`config.mk`:
```
export PLATFORM = sky130hd
export DESIGN_NAME = gast_tracker
export DESIGN_NICKNAME = d
export VERILOG_FILES = /design/src/gast_pkg.sv /design/src/gast_tracker.sv
export VERILOG_INCLUDE_DIRS = /design/src
export SDC_FILE = /design/constraint.sdc
export NUM_CORES = 1
export LEC_CHECK = 0
export ABC_AREA = 1
export BUFFER_PORTS_ARGS = -buffer_cell sky130_fd_sc_hd__buf_2
export CAP_MARGIN = 20
export CORE_MARGIN = 10
export CORE_UTILIZATION = 45
export CTS_CLUSTER_DIAMETER = 80
export DETAILED_ROUTE_END_ITERATION = 10
export PLACE_DENSITY = 0.77
export SKIP_LAST_GASP = 1
export SLEW_MARGIN = 20
export SYNTH_ARGS = -nofsm -noshare
export SYNTH_HDL_FRONTEND = slang
export SYNTH_SLANG_ARGS = --single-unit
```
`constraint.sdc`:
```
create_clock -name sys_clk -period 1.5 [get_ports sys_clk]
set_input_delay 0 -clock sys_clk [delete_from_list [all_inputs] [get_ports sys_clk]]
set_output_delay 0 -clock sys_clk [all_outputs]
set_load 0.005 [all_outputs]
```
`src/gast_map.svh`:
```
`ifndef GAST_MAP_SVH
`define GAST_MAP_SVH

// Register byte addresses
`define GAST_ADDR_STATUS 8'h00
`define GAST_ADDR_MODE 8'h04
`define GAST_ADDR_OWN 8'h08
`define GAST_ADDR_CMD 8'h0C
`define GAST_ADDR_IRQ_STAT 8'h10
`define GAST_ADDR_IRQ_EN 8'h14
`define GAST_ADDR_IRQ_CLR 8'h18

// address_status fields
`define GAST_ST_LSN_PRI 4
`define GAST_ST_TLK_PRI 3
`define GAST_ST_LSN_ACT 2
`define GAST_ST_TLK_ACT 1
`define GAST_ST_MAJ_MIN 0

// address_mode_config fields
`define GAST_MODE_LO 0
`define GAST_MODE_HI 1
`define GAST_MODE_LON 2
`define GAST_MODE_TON 3

// Own address fields
`define GAST_OWN_MAJ_LO 0
`define GAST_OWN_MIN_LO 8
`define GAST_OWN_W 5

// Command register bits
`define GAST_CMD_PON 0
`define GAST_CMD_LUN 1
`define GAST_CMD_LUL 2
`define GAST_CMD_LUT 3

// Interrupt bits
`define GAST_IRQ_LSN 0
`define GAST_IRQ_TLK 1
`define GAST_IRQ_W 2

// Bus command bytes
`define GAST_LAG_BASE 8'h20
`define GAST_TAG_BASE 8'h40
`define GAST_UNL 8'h3F

// Reset values
`define GAST_MODE_RST 4'h0
`define GAST_OWN_RST 5'h00

`endif

```
`src/gast_pkg.sv`:
```
package gast_pkg;

    typedef struct packed {
        logic listener_primary_addressed;
        logic talker_primary_addressed;
        logic listener_active;
        logic talker_active;
        logic major_minor_indicator;
    } gast_addr_t;

    typedef enum logic [1:0] {
        GAST_SINGLE,
        GAST_EXT_SINGLE,
        GAST_DUAL,
        GAST_EXT_DUAL
    } gast_amode_t;

endpackage

```
`src/gast_tracker.sv`:
```
// Summary of operation
// - Own listen address sets listener primary addressed
// - Other primary command or pon clears it
// - Own talk address sets talker primary addressed
// - Other primary command or pon clears it
// - Listener active bit reflects addressed listener
// - Listen-only bit makes device listen unaddressed
// - Becoming talker drops listener addressing
// - UNL, IFC, pon, lul, and lun while ctrl_active is high clear listener
// - Talker active bit reflects talker or poll
// - Talk-only bit makes device talk unaddressed
// - Becoming listener drops talker addressing
// - Other talk address, IFC, pon, lut clear
// - Minor address sets major-minor indicator
// - Major address clears major-minor indicator
// - Power-on clears major-minor indicator
// - Only one function active unless listen-only or talk-only forces one; indicator selects
// - Indicator zero unless dual addressing mode

`include "gast_map.svh"

module gast_tracker
    import gast_pkg::*;
(
    // Clock and reset
    input wire logic sys_clk,
    input wire logic resetn,
    // AXI4-Lite write address
    input wire logic [7:0] s_axi_awaddr,
    input wire logic s_axi_awvalid,
    output logic s_axi_awready,
    // AXI4-Lite write data
    input wire logic [31:0] s_axi_wdata,
    input wire logic [3:0] s_axi_wstrb,
    input wire logic s_axi_wvalid,
    output logic s_axi_wready,
    // AXI4-Lite write response
    output logic [1:0] s_axi_bresp,
    output logic s_axi_bvalid,
    input wire logic s_axi_bready,
    // AXI4-Lite read address
    input wire logic [7:0] s_axi_araddr,
    input wire logic s_axi_arvalid,
    output logic s_axi_arready,
    // AXI4-Lite read data
    output logic [31:0] s_axi_rdata,
    output logic [1:0] s_axi_rresp,
    output logic s_axi_rvalid,
    input wire logic s_axi_rready,
    // Bus side events
    input wire logic cmd_accept,
    input wire logic [7:0] cmd_byte,
    input wire logic ifc,
    input wire logic ctrl_active,
    input wire logic serial_poll_active,
    // Status out
    output logic listener_active,
    output logic talker_active,
    output logic irq
);

    // ************************************************
    // State
    // ************************************************
    typedef struct packed {
        // Host-visible address status
        gast_addr_t st;
        logic [3:0] mode;
        logic [4:0] own_maj;
        logic [4:0] own_min;
        logic [1:0] irq_stat;
        logic [1:0] irq_en;
        // Register bus bookkeeping
        logic aw_have;
        logic [7:0] aw_addr;
        logic w_have;
        logic [31:0] w_data;
        logic [3:0] w_strb;
        logic bvalid;
        logic [1:0] bresp;
        logic rvalid;
        logic [31:0] rdata;
        logic [1:0] rresp;
    } gast_state_t;

    gast_state_t s_q;
    gast_state_t s_d;

    // ************************************************
    // Address decode of accepted command bytes
    // ************************************************
    logic dual;
    logic pcg;
    logic is_lag;
    logic is_tag;
    logic mla_maj;
    logic mla_min;
    logic mta_maj;
    logic mta_min;
    logic mla;
    logic mta;
    logic unl;
    logic ota;

    always_comb begin
        // Only the dual modes give the minor address a meaning
        dual = (gast_amode_t'(s_q.mode[`GAST_MODE_HI:`GAST_MODE_LO]) == GAST_DUAL)
            || (gast_amode_t'(s_q.mode[`GAST_MODE_HI:`GAST_MODE_LO]) == GAST_EXT_DUAL);
        // Primary command group: everything below the secondary range
        pcg = cmd_accept && (cmd_byte[6:5] != 2'h3) && !cmd_byte[7];
        is_lag = cmd_byte[7:5] == 3'(`GAST_LAG_BASE >> 5);
        is_tag = cmd_byte[7:5] == 3'(`GAST_TAG_BASE >> 5);
        mla_maj = pcg && is_lag && (cmd_byte[4:0] == s_q.own_maj);
        mta_maj = pcg && is_tag && (cmd_byte[4:0] == s_q.own_maj);
        // Minor address only exists in dual primary modes
        mla_min = dual && pcg && is_lag && (cmd_byte[4:0] == s_q.own_min) && !mla_maj;
        mta_min = dual && pcg && is_tag && (cmd_byte[4:0] == s_q.own_min) && !mta_maj;
        mla = mla_maj || mla_min;
        mta = mta_maj || mta_min;
        unl = cmd_accept && (cmd_byte == `GAST_UNL);
        // Any talk-group byte that is not ours, untalk included
        ota = pcg && is_tag && !mta;
    end

    // ************************************************
    // Register bus decode
    // ************************************************
    logic aw_hs;
    logic w_hs;
    logic do_wr;
    logic do_rd;
    logic wr_known;
    logic rd_known;
    logic [31:0] wdat;
    logic [31:0] rd_val;
    logic [7:0] status_byte;
    logic wr_cmd;
    logic pon;
    logic lun;
    logic lul;
    logic lut;
    logic lsn_evt;
    logic tlk_evt;

    always_comb begin
        // Ready drops while a response waits: one write and one read in flight
        s_axi_awready = !s_q.aw_have && !s_q.bvalid;
        s_axi_wready = !s_q.w_have && !s_q.bvalid;
        s_axi_arready = !s_q.rvalid;
        aw_hs = s_axi_awvalid && s_axi_awready;
        w_hs = s_axi_wvalid && s_axi_wready;
        do_wr = s_q.aw_have && s_q.w_have;
        do_rd = s_axi_arvalid && s_axi_arready;
        wdat = s_q.w_data;
        // Commands are strobes that exist only in the write cycle
        wr_cmd = do_wr && (s_q.aw_addr == `GAST_ADDR_CMD) && s_q.w_strb[0];
        pon = wr_cmd && wdat[`GAST_CMD_PON];
        lun = wr_cmd && wdat[`GAST_CMD_LUN];
        lul = wr_cmd && wdat[`GAST_CMD_LUL];
        lut = wr_cmd && wdat[`GAST_CMD_LUT];
        // Unmapped offsets answer with a slave error and change nothing
        case (s_q.aw_addr)
            `GAST_ADDR_STATUS, `GAST_ADDR_MODE, `GAST_ADDR_OWN, `GAST_ADDR_CMD,
            `GAST_ADDR_IRQ_STAT, `GAST_ADDR_IRQ_EN, `GAST_ADDR_IRQ_CLR: begin
                wr_known = 1'b1;
            end
            default: begin
                wr_known = 1'b0;
            end
        endcase
        // Upper status bits belong to functions outside this block
        status_byte = 8'h00;
        status_byte[`GAST_ST_LSN_PRI] = s_q.st.listener_primary_addressed;
        status_byte[`GAST_ST_TLK_PRI] = s_q.st.talker_primary_addressed;
        status_byte[`GAST_ST_LSN_ACT] = s_q.st.listener_active;
        // Serial poll activity shows as talker too
        status_byte[`GAST_ST_TLK_ACT] = s_q.st.talker_active || serial_poll_active;
        status_byte[`GAST_ST_MAJ_MIN] = s_q.st.major_minor_indicator && dual;
        rd_known = 1'b1;
        rd_val = 32'h0000_0000;
        case (s_axi_araddr)
            `GAST_ADDR_STATUS: begin
                rd_val[7:0] = status_byte;
            end
            `GAST_ADDR_MODE: begin
                rd_val[3:0] = s_q.mode;
            end
            `GAST_ADDR_OWN: begin
                rd_val[`GAST_OWN_MAJ_LO +: `GAST_OWN_W] = s_q.own_maj;
                rd_val[`GAST_OWN_MIN_LO +: `GAST_OWN_W] = s_q.own_min;
            end
            `GAST_ADDR_IRQ_STAT: begin
                rd_val[1:0] = s_q.irq_stat;
            end
            `GAST_ADDR_IRQ_EN: begin
                rd_val[1:0] = s_q.irq_en;
            end
            `GAST_ADDR_CMD, `GAST_ADDR_IRQ_CLR: begin
                rd_val = 32'h0000_0000;
            end
            default: begin
                rd_known = 1'b0;
            end
        endcase
    end

    // ************************************************
    // Next state
    // ************************************************
    always_comb begin
        s_d = s_q;

        // Capture write channels independently
        if (aw_hs) begin
            s_d.aw_have = 1'b1;
            s_d.aw_addr = s_axi_awaddr;
        end
        if (w_hs) begin
            s_d.w_have = 1'b1;
            s_d.w_data = s_axi_wdata;
            s_d.w_strb = s_axi_wstrb;
        end
        if (s_q.bvalid && s_axi_bready) begin
            s_d.bvalid = 1'b0;
        end
        if (do_wr) begin
            s_d.aw_have = 1'b0;
            s_d.w_have = 1'b0;
            s_d.bvalid = 1'b1;
            s_d.bresp = wr_known ? 2'h0 : 2'h2;
            if (s_q.aw_addr == `GAST_ADDR_MODE && s_q.w_strb[0]) begin
                s_d.mode = wdat[3:0];
            end
            if (s_q.aw_addr == `GAST_ADDR_OWN && s_q.w_strb[0]) begin
                s_d.own_maj = wdat[`GAST_OWN_MAJ_LO +: `GAST_OWN_W];
            end
            if (s_q.aw_addr == `GAST_ADDR_OWN && s_q.w_strb[1]) begin
                s_d.own_min = wdat[`GAST_OWN_MIN_LO +: `GAST_OWN_W];
            end
            if (s_q.aw_addr == `GAST_ADDR_IRQ_EN && s_q.w_strb[0]) begin
                s_d.irq_en = wdat[1:0];
            end
            if (s_q.aw_addr == `GAST_ADDR_IRQ_CLR && s_q.w_strb[0]) begin
                s_d.irq_stat = s_q.irq_stat & ~wdat[1:0];
            end
        end

        // Reads only sample state
        // Read data is latched at the address handshake so it cannot tear
        if (s_q.rvalid && s_axi_rready) begin
            s_d.rvalid = 1'b0;
        end
        if (do_rd) begin
            s_d.rvalid = 1'b1;
            s_d.rdata = rd_val;
            s_d.rresp = rd_known ? 2'h0 : 2'h2;
        end

        // Primary addressed flags
        // Unlisten is a primary command too, so it also clears these
        if (pcg && !mla) begin
            s_d.st.listener_primary_addressed = 1'b0;
        end
        if (mla) begin
            s_d.st.listener_primary_addressed = 1'b1;
        end
        if (pcg && !mta) begin
            s_d.st.talker_primary_addressed = 1'b0;
        end
        if (mta) begin
            s_d.st.talker_primary_addressed = 1'b1;
        end

        // Listener state
        if (unl || ifc || lul || (lun && ctrl_active)) begin
            s_d.st.listener_active = 1'b0;
        end
        if (mta) begin
            s_d.st.listener_active = 1'b0;
        end
        if (mla) begin
            s_d.st.listener_active = 1'b1;
        end

        // Talker state
        if (ota || ifc || lut) begin
            s_d.st.talker_active = 1'b0;
        end
        if (mla) begin
            s_d.st.talker_active = 1'b0;
        end
        if (mta) begin
            s_d.st.talker_active = 1'b1;
        end

        // Interface clear dominates a byte taken in the same cycle
        if (ifc) begin
            s_d.st.listener_active = 1'b0;
            s_d.st.talker_active = 1'b0;
        end

        // Programmed operation wins over bus unaddressing
        if (s_q.mode[`GAST_MODE_LON]) begin
            s_d.st.listener_active = 1'b1;
        end
        if (s_q.mode[`GAST_MODE_TON]) begin
            s_d.st.talker_active = 1'b1;
        end

        // Which address pair the flags describe
        if (mla_min || mta_min) begin
            s_d.st.major_minor_indicator = 1'b1;
        end
        if (mla_maj || mta_maj) begin
            s_d.st.major_minor_indicator = 1'b0;
        end
        // Outside the dual modes the indicator is forced to zero
        if (!dual) begin
            s_d.st.major_minor_indicator = 1'b0;
        end

        // Power-on local message
        if (pon) begin
            s_d.st = '0;
        end

        // Sticky events; a new event beats a same-cycle clear
        lsn_evt = (s_d.st.listener_active != s_q.st.listener_active)
            || (s_d.st.listener_primary_addressed != s_q.st.listener_primary_addressed);
        tlk_evt = (s_d.st.talker_active != s_q.st.talker_active)
            || (s_d.st.talker_primary_addressed != s_q.st.talker_primary_addressed);
        if (lsn_evt) begin
            s_d.irq_stat[`GAST_IRQ_LSN] = 1'b1;
        end
        if (tlk_evt) begin
            s_d.irq_stat[`GAST_IRQ_TLK] = 1'b1;
        end
    end

    // ************************************************
    // Registers
    // ************************************************
    always_ff @(posedge sys_clk) begin
        // Reset is synchronous and loads constants only
        if (!resetn) begin
            s_q <= '0;
            s_q.mode <= `GAST_MODE_RST;
            s_q.own_maj <= `GAST_OWN_RST;
            s_q.own_min <= `GAST_OWN_RST;
        end else begin
            s_q <= s_d;
        end
    end

    // ************************************************
    // Outputs
    // ************************************************
    always_comb begin
        s_axi_bvalid = s_q.bvalid;
        s_axi_bresp = s_q.bresp;
        s_axi_rvalid = s_q.rvalid;
        s_axi_rdata = s_q.rdata;
        s_axi_rresp = s_q.rresp;
        // Serial poll is left off the pin; software sees it in the status word
        listener_active = s_q.st.listener_active;
        talker_active = s_q.st.talker_active;
        // Level interrupt: high while any enabled event bit is set
        irq = |(s_q.irq_stat & s_q.irq_en);
    end

endmodule

```
==> results.txt <==
----------------------------------------------------
[Pwr]
  VDD IR max ... about 0.53 mV
  Clock network power share ... about two fifths
  Net switching component of the power ... around 960 uW
  Part of the total power dissipated in combinational logic ... between 10% and 20%
  Internal power consumption ... roughly 2700 uW
  Proportion of total power due to net switching ... 26.5%
  Leakage power ... roughly 0.0019 uW
  Sequential group share of total power ... 47.0%
  PwrDens ... about 900 nW/um^2

[Routing]
  DR DRC count ... 0
  Average wire per cell in the routed design ... 13.2 um
  Drt first pass iters ... 4
  Post-detailed-routing wire length ... 8210 um
  Detail-routed via count per cell ... approximately 4.8
  Via count of the routed design ... approximately 3000
  Detailed router's first-iteration violation count ... 115
  Antenna violation net count after detailed routing ... 0

[GRT]
  Largest net degree at the start of global routing ... 42
  Total gr overflow ... 0
  Total routing usage reported by global routing ... around 15%
  Number of antenna violations at the first check in global routing ... 0
  Via count of the first global-routing pass ... 2874
  Global-route wire length before repair ... 12700 um

[Finish]
  Number of nets in the finished design ... between 600 and 700
  Fill cell count ... between 600 and 700
  # diodes ... 0
  Proportion of layout cells with a drive suffix above 1 ... a little under a third
  Non-filler instance count after layout ... 624
  Summed area of non-filler cells in the final layout ... about 4000 um^2
  Area growth from synthesis to final layout ... 32.2%

[Place]
  Port Buf Inserts ... 66
  Post-Place Cells ... slightly below 600
  RD Place Congestion ... around 0.96
  Final HPWL DP ... a little over 6000 um
  Placement Cell Area ... 3430 um^2

[Floorplanning]
  Core Box Area ... 6720 um^2
  Starting density of the core ... 45.6%
  Die footprint ... ~11000 um^2
  Total number of placement rows ... 30
  IO Count ... 115
  Die span in x ... 103 um
  DIE HEIGHT ... ~100 um

[Clock tree]
  Clock sinks ... between 50 and 60
  CTS buffer count ... 9
  Clock Latency Late Sink ... around 340 ps
  Maximum level of the CTS H-tree ... 3
  TritonCTS clock tree ... done
  Cell at the root of the clock tree ... sky130_fd_sc_hd__clkbuf_8
  Clock edge transition at the registers on the reported setup and hold paths ... ~70 ps
  Largest buffer count on any clock path ... 2

[Setup path]
  Kind of critical path ... flop to flop
  Biggest fanout along the worst timing path ... 4
  Crit end category ... flop
  CP Data Required Time ... approximately 1700 ps
  Startpoint type of the worst setup path ... flop
  Origin of the critical flop-to-flop path ... s_q[99]$_SDFFE_PN0P_
  Critical path launch point ... s_q[99]$_SDFFE_PN0P_
  Worst endpoint data arrival time ... 1790 ps

[STA]
  Setup repair after global routing missed its margin ... yes
  Final clock period utilization by the worst path ... 105%
  Shortest period the worst path allows ... around 1600 ps
  Post-route clock skew ... about 5.6 ps
  Max Slew Vio Count ... 0
  Number of endpoints failing setup at the final stage ... 2
  Fmax ... roughly 640 MHz
  Fin worst setup slack ... -68.4 ps
  Number of endpoints with negative hold slack in the final report ... 0

[Logic synthesis]
  Area of the mapped netlist ... a little over 3000 um^2
  Most frequently used flop master after synthesis ... sky130_fd_sc_hd__dfxtp_1
  Mean post-synth cell area ... around 7 um^2
  EDFF count, synth ... 0
  Fraction of registers with async set/reset ... 0%
  Flip-flop and latch count after synthesis ... 59
  Synth warnings ... 0
  Library cells used by synthesis ... 37
  Proportion of synthesized chip area in sequential cells ... about 39%
  Gate count after technology mapping ... around 430

[Min path]
  Class of the worst hold path ... primary input to flop
  Critical hold path startpoint ... ifc

[Outcome]
  Outcome ... finished, violations left
  Violated checks ... negative setup slack

[Job]
  Total of max-cap violations ... 0

----------------------------------------------------
==> critical path: stages (launching register included) <==
cell	delay [ps]
sky130_fd_sc_hd__dfxtp_1	350
sky130_fd_sc_hd__nand4_1	130
sky130_fd_sc_hd__nor2_1	250
sky130_fd_sc_hd__nand3_4	140
sky130_fd_sc_hd__nand3_4	110
sky130_fd_sc_hd__nand2_2	60
sky130_fd_sc_hd__nand2_2	50
sky130_fd_sc_hd__nand2_1	50
sky130_fd_sc_hd__nor2_1	90
sky130_fd_sc_hd__nand2_1	60
sky130_fd_sc_hd__nor2_1	110
sky130_fd_sc_hd__nor2_1	40
==> cell families (layout without fill, tap and decap cells) <==
kind of cell	Yosys count	in the layout	synth area share (%)
AOI/OAI and AO/OA	92	92	16.4
buffers and inverters	96	183	16.5
other	1	24	0.122
DFF	59	59	38.5
xor gates and xnor gates	6	6	1.71
and+or+nand+nor	180	180	26.8
==> final timing paths <==
check | endpoint | slack [ps] | depth (start not counted)
worst max-delay path | s_q[86]$_SDFFE_PN0P_ | -70 | 11
worst min-delay path | listener_active$_SDFF_PN0_ | 40 | 6
worst max register to register | s_q[86]$_SDFFE_PN0P_ | -70 | 11
worst min register to register | s_q[98]$_SDFFE_PN0P_ | 460 | 2
==> timing repair <==
action	CTS	global route
pin swaps	7	15
gates resized for setup	20	24
setup buffers	4	2
endpoints found under the setup margin	12	10
hold buffers	23	0
hold endpoints to repair	23	0
==> power groups by stage <==
stage | registers (uW) | logic [uW] | clock network [uW]
global placement | 1730 | 439 | 0
global route | 1720 | 608 | 1470
floorplan | 1720 | 330 | 0
CTS | 1710 | 509 | 1410
finish | 1710 | 534 | 1390
detailed placement | 1730 | 448 | 0
==> layout by cell type, fill, tap and decap left out, types with 2 or more instances in the layout <==
cell type / count
sky130_fd_sc_hd__nand2_1: 57
sky130_fd_sc_hd__nand3_4: 3
sky130_fd_sc_hd__o22ai_1: 6
sky130_fd_sc_hd__nand3_2: 6
sky130_fd_sc_hd__inv_2: 8
sky130_fd_sc_hd__nand2_2: 11
sky130_fd_sc_hd__nor4_1: 2
sky130_fd_sc_hd__nor2_1: 68
sky130_fd_sc_hd__inv_1: 41
sky130_fd_sc_hd__o21ai_1: 2
sky130_fd_sc_hd__nand3_1: 10
sky130_fd_sc_hd__xnor2_2: 2
sky130_fd_sc_hd__o21ai_0: 42
sky130_fd_sc_hd__dfxtp_2: 12
sky130_fd_sc_hd__dfxtp_1: 47
sky130_fd_sc_hd__buf_4: 27
sky130_fd_sc_hd__nor2_2: 2
sky130_fd_sc_hd__nand4_1: 4
sky130_fd_sc_hd__buf_2: 66
sky130_fd_sc_hd__clkbuf_8: 13
sky130_fd_sc_hd__nand4_4: 2
sky130_fd_sc_hd__conb_1: 24
sky130_fd_sc_hd__xor2_1: 4
sky130_fd_sc_hd__clkbuf_1: 2
sky130_fd_sc_hd__a21oi_1: 28
sky130_fd_sc_hd__dlygate4sd3_1: 23
sky130_fd_sc_hd__nor3_2: 3
sky130_fd_sc_hd__nor2_4: 7
sky130_fd_sc_hd__a31oi_1: 4
sky130_fd_sc_hd__a211oi_1: 6
==> cell type report <==
class	count	area (um^2)	area share (%)
Clock buffer	15	186	4.60
Clock inverter	1	5.00	0.123
Inverter	50	188	4.63
Multi-Input combinational cell	302	1610	39.6
Sequential cell	59	1200	29.5
Tap cell	80	100	2.47
Timing Repair Buffer	117	774	19.1
==> registers in the layout (all words and copies together) (netlist names) <==
register         flops
talker_active        1
s_axi_rdata         10
s_q                 33
s_axi_rvalid         1
s_axi_rresp          1
s_axi_bresp          1
listener_active      1
s_axi_bvalid         1
wdat                10
==> cell usage after synthesis, types with 2 or more instances <==
master | number | area, um^2
sky130_fd_sc_hd__nor4_1 | 2 | 12.5
sky130_fd_sc_hd__nand2_1 | 64 | 240
sky130_fd_sc_hd__dfxtp_1 | 59 | 1180
sky130_fd_sc_hd__a21oi_1 | 28 | 140
sky130_fd_sc_hd__nor2_4 | 3 | 33.8
sky130_fd_sc_hd__o21ai_0 | 42 | 210
sky130_fd_sc_hd__o22ai_1 | 6 | 37.5
sky130_fd_sc_hd__clkbuf_1 | 7 | 26.3
sky130_fd_sc_hd__nand3_1 | 15 | 75.1
sky130_fd_sc_hd__buf_4 | 37 | 278
sky130_fd_sc_hd__o21ai_1 | 2 | 10.0
sky130_fd_sc_hd__a31oi_1 | 4 | 25.0
sky130_fd_sc_hd__nor2_1 | 71 | 267
sky130_fd_sc_hd__nand4_2 | 2 | 25.0
sky130_fd_sc_hd__nand4_1 | 4 | 25.0
sky130_fd_sc_hd__a211oi_1 | 6 | 45.0
sky130_fd_sc_hd__nand3_2 | 4 | 40.0
sky130_fd_sc_hd__xnor2_1 | 2 | 17.5
sky130_fd_sc_hd__nor2_2 | 3 | 18.8
sky130_fd_sc_hd__inv_2 | 6 | 22.5
sky130_fd_sc_hd__nand2_2 | 5 | 31.3
sky130_fd_sc_hd__xor2_1 | 4 | 35.0
sky130_fd_sc_hd__nor3_1 | 2 | 10.0
sky130_fd_sc_hd__inv_1 | 43 | 161
==> metrics by stage <==
step / total power [uW] / utilization, % / hold WS [ps] / setup WS (ps) / TNS [ps]
floorplan: 2050 / - / 142 / 113 / 0
global placement: 2160 / 51.0 / 249 / -95.9 / -220
detailed placement: 2180 / 51.0 / 259 / -83.6 / -302
CTS: 3620 / 58.7 / 19.7 / -10.7 / -11.0
global route: 3800 / 60.4 / 80.8 / -200 / -563
finish: 3630 / 60.4 / 36.0 / -68.4 / -133
==> routing by layer <==
layer | global-route usage (%) | part of all wire, % | wire (um) | vias to the layer above
li1 | - | - | - | 1561
met1 | 17.8 | 44 | 3590 | 1326
met2 | 24.8 | 46 | 3820 | 111
met3 | 5.29 | 8.7 | 711 | 11
met4 | 6.18 | 1.2 | 100 | 0
met5 | 0 | 0 | 0 | -
Note: power is estimated with default switching activity, not from simulation.
